$ cat src/ddr2_cmd_pkg.sv
package ddr2_cmd_pkg;
  localparam int BANK_COUNT = 4;
  localparam int BA_W = 2;
  localparam int ADDR_W = 13;
  localparam int COL_W = 9;
  localparam int AUTO_PRE_BIT = 10;
  localparam int BURST_BEATS = 4;
  localparam int BEAT_W = 3;
  localparam int T_RP_NS = 15;
  localparam int SYS_PERIOD_NS = 20;
  localparam int RP_CYCLES = (T_RP_NS + SYS_PERIOD_NS - 1) / SYS_PERIOD_NS;
  localparam int RP_W = 4;
  // Synchroniser bit positions
  localparam int PIN_W = 22;
  localparam int POS_CK = 0;
  localparam int POS_CK_N = 1;
  localparam int POS_CKE = 2;
  localparam int POS_CS_N = 3;
  localparam int POS_RAS_N = 4;
  localparam int POS_CAS_N = 5;
  localparam int POS_WE_N = 6;
  localparam int POS_BA = 7;
  localparam int POS_ADDR = 9;

  typedef enum logic [2:0] {
    CMD_NONE,
    CMD_ROW_OPEN,
    CMD_BANK_CLOSE,
    CMD_READ,
    CMD_WRITE,
    CMD_REFRESH,
    CMD_OTHER
  } cmd_kind_t;

  typedef enum logic [1:0] {
    PWR_RUN,
    PWR_SUSPEND,
    PWR_DOWN,
    PWR_SELF
  } pwr_state_t;
endpackage : ddr2_cmd_pkg

$ cat src/bank_cmd_if.sv
`timescale 1ns/1ps
interface bank_cmd_if;
  import ddr2_cmd_pkg::*;
  logic valid;
  cmd_kind_t kind;
  logic [BA_W-1:0] bank;
  logic auto_pre;
  logic burst_done;
  logic [BANK_COUNT-1:0] bank_open;
  logic all_idle;
  modport decoder (output valid, output kind, output bank, output auto_pre,
                   output burst_done, input bank_open, input all_idle);
  modport tracker (input valid, input kind, input bank, input auto_pre,
                   input burst_done, output bank_open, output all_idle);
endinterface : bank_cmd_if

$ cat src/bank_tracker.sv
`timescale 1ns/1ps
module bank_tracker
  import ddr2_cmd_pkg::*;
(
  input wire logic sys_clk,
  input wire logic nrst,
  bank_cmd_if.tracker cmd
);
  function automatic logic [BANK_COUNT-1:0] bank_hot(input logic [BA_W-1:0] b);
    bank_hot = '0;
    bank_hot[b] = 1'b1;
  endfunction : bank_hot

  logic [BANK_COUNT-1:0] open_flag;
  logic [BANK_COUNT-1:0] ap_pending;
  logic [RP_W-1:0] rp_timer [BANK_COUNT];
  logic [BANK_COUNT-1:0] rp_busy;

  wire [BANK_COUNT-1:0] sel = bank_hot(cmd.bank);
  wire do_open = cmd.valid && cmd.kind == CMD_ROW_OPEN;
  wire do_close = cmd.valid && cmd.kind == CMD_BANK_CLOSE;
  wire do_col = cmd.valid && (cmd.kind == CMD_READ || cmd.kind == CMD_WRITE);

  assign cmd.bank_open = open_flag;
  assign cmd.all_idle = ~|open_flag && ~|rp_busy;

  always_ff @(posedge sys_clk or negedge nrst) begin
    if (!nrst) begin
      open_flag <= '0;
      ap_pending <= '0;
      for (int i = 0; i < BANK_COUNT; i++) begin
        rp_timer[i] <= '0;
      end
    end else begin
      for (int i = 0; i < BANK_COUNT; i++) begin
        if (do_open && sel[i]) begin
          open_flag[i] <= 1'b1;
        end else if ((do_close && sel[i]) || (cmd.burst_done && ap_pending[i])) begin
          rp_timer[i] <= RP_W'(RP_CYCLES);
        end else if (rp_timer[i] != '0) begin
          rp_timer[i] <= rp_timer[i] - 1'b1;
          if (rp_timer[i] == RP_W'(1)) begin
            open_flag[i] <= 1'b0;
          end
        end
        if (do_col && sel[i] && cmd.auto_pre) begin
          ap_pending[i] <= 1'b1;
        end else if (cmd.burst_done) begin
          ap_pending[i] <= 1'b0;
        end
      end
    end
  end

  always_comb begin
    for (int i = 0; i < BANK_COUNT; i++) begin
      rp_busy[i] = rp_timer[i] != '0;
    end
  end
endmodule : bank_tracker

$ cat src/ddr2_command_input_decode.sv
`timescale 1ns/1ps
module ddr2_command_input_decode
  import ddr2_cmd_pkg::*;
(
  input wire logic sys_clk,
  input wire logic nrst,
  input wire logic ck,
  input wire logic ck_n,
  input wire logic cke,
  input wire logic cs_n,
  input wire logic ras_n,
  input wire logic cas_n,
  input wire logic we_n,
  input wire logic [BA_W-1:0] ba,
  input wire logic [ADDR_W-1:0] addr,
  output logic cmd_valid,
  output cmd_kind_t cmd_kind,
  output logic [BA_W-1:0] cmd_bank,
  output logic [ADDR_W-1:0] row_addr,
  output logic [COL_W-1:0] col_addr,
  output logic auto_precharge,
  output logic [BANK_COUNT-1:0] bank_open,
  output logic clock_suspended,
  output logic power_down,
  output logic self_refresh,
  output logic read_beat,
  output logic [BEAT_W-1:0] beat_index
);
  bank_cmd_if link ();

  // Three-stage synchroniser, level accepted once stages two and three agree
  logic [PIN_W-1:0] sync1;
  logic [PIN_W-1:0] sync2;
  logic [PIN_W-1:0] sync3;
  logic [PIN_W-1:0] filt;
  logic ck_prev;

  wire [PIN_W-1:0] pins_now = {addr, ba, we_n, cas_n, ras_n, cs_n, cke, ck_n, ck};
  wire [PIN_W-1:0] next_filt = (sync2 & sync3) | (filt & (sync2 | sync3));

  always_ff @(posedge sys_clk or negedge nrst) begin
    if (!nrst) begin
      sync1 <= '0;
      sync2 <= '0;
      sync3 <= '0;
      filt <= '0;
      ck_prev <= 1'b0;
    end else begin
      sync1 <= pins_now;
      sync2 <= sync1;
      sync3 <= sync2;
      filt <= next_filt;
      ck_prev <= filt[POS_CK];
    end
  end

  // Filtered pin levels
  wire f_ck = filt[POS_CK];
  wire f_ck_n = filt[POS_CK_N];
  wire f_cke = filt[POS_CKE];
  wire f_cs_n = filt[POS_CS_N];
  wire f_ras_n = filt[POS_RAS_N];
  wire f_cas_n = filt[POS_CAS_N];
  wire f_we_n = filt[POS_WE_N];
  wire [BA_W-1:0] f_ba = filt[POS_BA +: BA_W];
  wire [ADDR_W-1:0] f_addr = filt[POS_ADDR +: ADDR_W];

  // Crossing detection: rising on the sampled clock pair, falling on ck alone
  wire rise_x = f_ck && !ck_prev && !f_ck_n;
  wire fall_x = !f_ck && ck_prev;

  // Power and clock-suspend state
  pwr_state_t pwr_state;
  pwr_state_t next_pwr;
  wire running = pwr_state == PWR_RUN;

  // Command decoding from the strobe levels
  wire sel_low = !f_cs_n;
  wire dec_open = sel_low && !f_ras_n && f_cas_n && f_we_n;
  wire dec_close = sel_low && !f_ras_n && f_cas_n && !f_we_n;
  wire dec_col = sel_low && f_ras_n && !f_cas_n;
  wire dec_read = dec_col && f_we_n;
  wire dec_write = dec_col && !f_we_n;
  wire dec_refresh = sel_low && !f_ras_n && !f_cas_n && f_we_n;
  wire dec_other = sel_low && !dec_open && !dec_close && !dec_col && !dec_refresh;
  wire take_cmd = rise_x && running;

  cmd_kind_t dec_kind;
  assign dec_kind = dec_open ? CMD_ROW_OPEN :
                    dec_close ? CMD_BANK_CLOSE :
                    dec_read ? CMD_READ :
                    dec_write ? CMD_WRITE :
                    dec_refresh ? CMD_REFRESH :
                    dec_other ? CMD_OTHER : CMD_NONE;

  wire any_cmd = take_cmd && sel_low;
  wire col_cmd = take_cmd && dec_col;

  always_ff @(posedge sys_clk or negedge nrst) begin
    if (!nrst) begin
      cmd_valid <= 1'b0;
      cmd_kind <= CMD_NONE;
      cmd_bank <= '0;
    end else begin
      cmd_valid <= any_cmd;
      if (any_cmd) begin
        cmd_kind <= dec_kind;
        cmd_bank <= f_ba;
      end
    end
  end

  always_ff @(posedge sys_clk or negedge nrst) begin
    if (!nrst) begin
      row_addr <= '0;
      col_addr <= '0;
      auto_precharge <= 1'b0;
    end else if (take_cmd && dec_open) begin
      row_addr <= f_addr;
    end else if (col_cmd) begin
      col_addr <= f_addr[COL_W-1:0];
      auto_precharge <= f_addr[AUTO_PRE_BIT];
    end
  end

  // Clock enable: sampled at the rising crossing, acts from the next cycle
  always_comb begin
    next_pwr = pwr_state;
    if (rise_x) begin
      if (f_cke) begin
        next_pwr = PWR_RUN;
      end else if (running) begin
        if (link.all_idle && dec_refresh) begin
          next_pwr = PWR_SELF;
        end else if (link.all_idle && !dec_col && !dec_open) begin
          next_pwr = PWR_DOWN;
        end else begin
          next_pwr = PWR_SUSPEND;
        end
      end
    end
  end

  always_ff @(posedge sys_clk or negedge nrst) begin
    if (!nrst) begin
      pwr_state <= PWR_RUN;
    end else begin
      pwr_state <= next_pwr;
    end
  end

  assign clock_suspended = pwr_state != PWR_RUN;
  assign power_down = pwr_state == PWR_DOWN;
  assign self_refresh = pwr_state == PWR_SELF;

  // Burst beats on both crossings, frozen while suspended
  logic [BEAT_W-1:0] beats_left;
  logic burst_read;
  logic burst_done;
  wire beat_x = (rise_x || fall_x) && running && beats_left != '0;

  always_ff @(posedge sys_clk or negedge nrst) begin
    if (!nrst) begin
      beats_left <= '0;
      burst_read <= 1'b0;
      read_beat <= 1'b0;
      beat_index <= '0;
      burst_done <= 1'b0;
    end else begin
      read_beat <= beat_x && burst_read;
      burst_done <= beat_x && beats_left == BEAT_W'(1);
      if (col_cmd) begin
        beats_left <= BEAT_W'(BURST_BEATS);
        burst_read <= dec_read;
      end else if (beat_x) begin
        beats_left <= beats_left - 1'b1;
        beat_index <= BEAT_W'(BURST_BEATS) - beats_left;
      end
    end
  end

  assign link.valid = cmd_valid;
  assign link.kind = cmd_kind;
  assign link.bank = cmd_bank;
  assign link.auto_pre = auto_precharge;
  assign link.burst_done = burst_done;
  assign bank_open = link.bank_open;

  bank_tracker u_tracker (
    .sys_clk(sys_clk),
    .nrst(nrst),
    .cmd(link.tracker)
  );
endmodule : ddr2_command_input_decode

$ cat config.mk
export PLATFORM = sky130hd
export DESIGN_NAME = ddr2_command_input_decode
export DESIGN_NICKNAME = d
export VERILOG_FILES = /design/src/ddr2_cmd_pkg.sv /design/src/bank_cmd_if.sv /design/src/bank_tracker.sv /design/src/ddr2_command_input_decode.sv
export SDC_FILE = /design/constraint.sdc
export NUM_CORES = 1
export LEC_CHECK = 0
export BUFFER_PORTS_ARGS = -buffer_cell sky130_fd_sc_hd__clkbuf_2
export CORE_MARGIN = 2
export CORE_UTILIZATION = 53
export DETAILED_ROUTE_END_ITERATION = 16
export PLACE_DENSITY = 0.73
export SLEW_MARGIN = 20
export SYNTH_ARGS = -nofsm -noshare
export SYNTH_HDL_FRONTEND = slang
export SYNTH_SLANG_ARGS = --single-unit
$ cat constraint.sdc
create_clock -name sys_clk -period 2.4 [get_ports sys_clk]
set_clock_uncertainty 0.2 [all_clocks]
set_input_delay 0.48 -clock sys_clk [delete_from_list [all_inputs] [get_ports sys_clk]]
set_output_delay 0.48 -clock sys_clk [all_outputs]
set_load 0.01 [all_outputs]
==> flow_summary.json <==
{
  "cts_tree": "yes",
  "insertion_delay_ns": 0.53,
  "critical_path.max_fanout": 8,
  "total_gr_overflow": 0,
  "syn-mean-instance-area_um2": 14.2,
  "fp.dieArea_mm2": 0.0114,
  "power_report.internal_total_w": 0.00523,
  "asyncSetResetFlopFracSynth_pct": 100,
  "ys_seq_area_share_pct": 68.3,
  "placementRows": 37,
  "swShare_pct": 30.7,
  "setup_viol": 0,
  "timing.final.hold_violations": 0,
  "gp_routability_congestion": 0.812,
  "diodes": 0,
  "die_width_um": 107,
  "synthesis.nets": 434,
  "vdd_drop_max_v": 0.000856,
  "min_from": "sync1[21]$_DFF_PN0_",
  "power_density_mw_per_mm2": 1090,
  "cts_repair_resize_count": 0,
  "cts_made_buffers": 17,
  "initial_core_util_pct": 54.5,
  "yosysUniqueCellTypes": 47,
  "rr_endpoint": "beat_index[0]$_DFFE_PN0P_",
  "synth_cells": 395,
  "timing.hold.worst.class": "flip-flop to flip-flop",
  "number_of_iterations_in_the_first_detailed_routing_pass": 4,
  "htree_num_levels": 4,
  "synth.cell_area_mm2": 0.00560,
  "avgViaCountPerCell": 5.19,
  "worst_reg2reg_path_depth": 4,
  "finalHoldWorstSlack_ns": 0.148,
  "initialDrtViolationCount": 125,
  "routed-via-count": 3372,
  "detailedPlace.worstSlack_ns": 0.196,
  "crit_arrival_ns": 2.46,
  "r2r_slack_ns": 0.16,
  "grt_setup_unrepaired": "false",
  "synth.yosys.warnings": 0,
  "worstMarginPinSlew_ns": 0.556,
  "min_path_cells": 0,
  "setup_slack_ns": 0.155,
  "antenna_found_initial": 0,
  "fin_crit_ns": 2.24,
  "timing.setup.critical_path_class": "flip-flop to flip-flop",
  "clock_power_share_pct": 33.5,
  "die_height_um": 107,
  "detailed_place_hpwl_mm": 6.54,
  "drive_gt1_share_pct": 25.9,
  "clockRootBuffer": "clkbuf_8",
  "end_kind": "flip-flop",
  "run_status": "complete, no violations",
  "reg_to_reg_start": "ck_prev$_DFF_PN0_",
  "post_dp_cell_area_mm2": 0.00614,
  "post_cts.repair.setup_buffers": 0,
  "seq_power_share_pct": 45.6,
  "p_comb_share_pct": 20.9,
  "routed_wl_mm": 9.89,
  "synth_enable_flop_cells": 0,
  "yosys_most_used_dff": "dfrtp_1",
  "drc": 0,
  "finalMaxSlewViolations": 0,
  "switching_power_total_w": 0.00232,
  "finalCritPeriodShare_pct": 93.5,
  "cts.sink_count": 153,
  "syn_to_final_growth_pct": 23.7,
  "min_to": "sync2[21]$_DFF_PN0_",
  "static-leakage-power_nw": 3.33,
  "pin_count_of_the_biggest_net_entering_global_routing": 58,
  "track_usage_pct": 19.8,
  "clk_pin_slew_worst_paths_ns": 0.07,
  "finalInstanceArea_mm2": 0.00693,
  "totalNegativeSetupSlack_ns": 0,
  "achievable-frequency_mhz": 445,
  "cts_max_path_buffers": 2,
  "max_cap_viol_count": 0,
  "fillerInstances": 727,
  "boundaryPins": 64,
  "number_of_routed_nets_with_antenna_violations": 0,
  "grt_pass1_vias": 3578,
  "timing.slew.headroom_pct": 62.9,
  "critical_path.startpoint_type": "flip-flop",
  "critPathRequiredTime_ns": 2.61,
  "finish.net_count": 540,
  "core-area_mm2": 0.0103,
  "grt_first_pass_wirelength_mm": 17.2,
  "routedWlPerCell_um": 15.2,
  "placement.io_buffers": 63,
  "postSynthRegisterBits": 153
}
## metal layers
metal  track usage [%]  up-vias  share of wire [%]
met4              9.28        0                2.0
met5                 0        -                  0
met2              30.1       81                 50
met3              4.86       18                3.6
li1                  -     1590                  -
met1              27.1     1683                 45
## sequential cells by signal, summed over array words and instances (netlist names)
name                     cells
sync2                       22
col_addr                     9
sync3                       22
beats_left                   3
cmd_valid                    1
u_tracker.rp_timer          16
pwr_state                    2
burst_done                   1
read_beat                    1
burst_read                   1
cmd_bank                     2
ck_prev                      1
u_tracker.ap_pending         4
cmd_kind                     3
sync1                       22
filt                        22
u_tracker.cmd.bank_open      4
row_addr                    13
beat_index                   3
auto_precharge               1
## kinds of logic after synthesis
| group | Yosys count | synth area share [%] |
|---|---|---|
| AO/OA/AOI/OAI | 55 | 6.50 |
| adder cells (fa/ha/maj) | 37 | 7.28 |
| buffers and inverters | 25 | 2.03 |
| multiplexers | 29 | 6.36 |
| AND/OR/NAND/NOR | 94 | 9.20 |
| XOR/XNOR | 2 | 0.313 |
| flip-flops | 153 | 68.3 |
## per-stage QoR
stage / utilization, % / instances / total power [W]
2_1_floorplan: - / 395 / 0.00443
3_3_place_gp: 59.7 / 595 / 0.00492
3_5_place_dp: 59.7 / 595 / 0.00502
4_1_cts: 67.5 / 650 / 0.00764
5_1_grt: 67.5 / 650 / 0.00800
6_report: 67.5 / 650 / 0.00755
## cells in the final DEF (no fill, tap or decap), drive strengths merged, types with 3 or more instances in the layout
master       count
dfrtp          153
clkbuf          79
inv             28
nand2           26
mux2            26
dlygate4sd3     23
maj3            22
nor2            18
o21ai           18
ha              15
a21oi           10
buf              8
nand2b           7
nor3b            6
o2bb2ai          6
nor2b            5
nor3             5
nand3b           5
a22o             4
clkinv           4
or3              3
and2             3
a21o             3
mux2i            3
nor4             3
o22ai            3
## worst max-delay path: stages (launching register included)
cell	delay, ns
dfrtp_1	0.39
or3b_1	0.43
a211o_1	0.37
a21oi_1	0.35
mux2_2	0.39
## cell type report
| type | count | area [µm²] | area share, % |
|---|---|---|---|
| inverter | 19 | 76.3 | 1.10 |
| clock buffer | 17 | 414 | 5.97 |
| tap | 136 | 170 | 2.45 |
| sequential | 153 | 3830 | 55.2 |
| clock inverter | 15 | 154 | 2.22 |
| multi-input combinational | 217 | 1660 | 24.0 |
| timing repair buffer | 93 | 629 | 9.08 |
## power by group through the flow
stage	sequential [W]	combinational [W]	clock [W]
finish	0.00344	0.00158	0.00253
global route	0.00350	0.00179	0.00270
CTS	0.00344	0.00160	0.00261
detailed placement	0.00347	0.00155	0
global placement	0.00345	0.00147	0
floorplan	0.00343	0.00100	0
## timing repair
item                                   CTS  global route
endpoints found under the hold margin   75             0
setup endpoints to repair                0             0
hold buffers                            23             0
## cell usage after synthesis (2+ instances only)
cell       count  area share, %
and2_1         3           0.33
mux2_2        17            3.4
nor4_1         3           0.33
or2_2          2           0.22
nand2b_1       7           0.78
nand2_1       25            1.7
or3_1          3           0.33
mux2_4         9            2.4
o21ai_0       18            1.6
xnor2_1        2           0.31
maj3_1        22            3.9
nor2_1        18            1.2
nand3b_1       5           0.67
ha_1          15            3.3
o2bb2ai_1      6           0.94
clkbuf_1       4           0.27
dfrtp_1      153             68
a22o_1         4           0.63
inv_1         18            1.2
o22ai_1        3           0.33
a21oi_1       10           0.89
a32o_1         2           0.36
nand3_1        2           0.18
nor2b_1        5           0.56
a21o_1         3           0.40
nor3_1         5           0.45
mux2i_1        3           0.54
buf_6          2           0.40
a211oi_1       2           0.27
nor3b_1        6           0.80
o32ai_1        2           0.31
## worst max-delay path by stage
stage | to | start | cells past startpoint | slack, ns
global route | beat_index[0]$_DFFE_PN0P_ | beats_left[0]$_DFFE_PN0P_ | 6 | 0.05
CTS | beat_index[0]$_DFFE_PN0P_ | beats_left[0]$_DFFE_PN0P_ | 6 | 0.15
finish | beat_index[0]$_DFFE_PN0P_ | ck_prev$_DFF_PN0_ | 4 | 0.16
detailed placement | burst_read$_DFFE_PN0P_ | ck_prev$_DFF_PN0_ | 5 | 0.20
floorplan | auto_precharge$_DFFE_PN0P_ | pwr_state[1]$_DFFE_PN0P_ | 7 | 0.31
global placement | col_addr[5]$_DFFE_PN0P_ | ck_prev$_DFF_PN0_ | 5 | 0.22
Power figures use the tool's default switching activity.
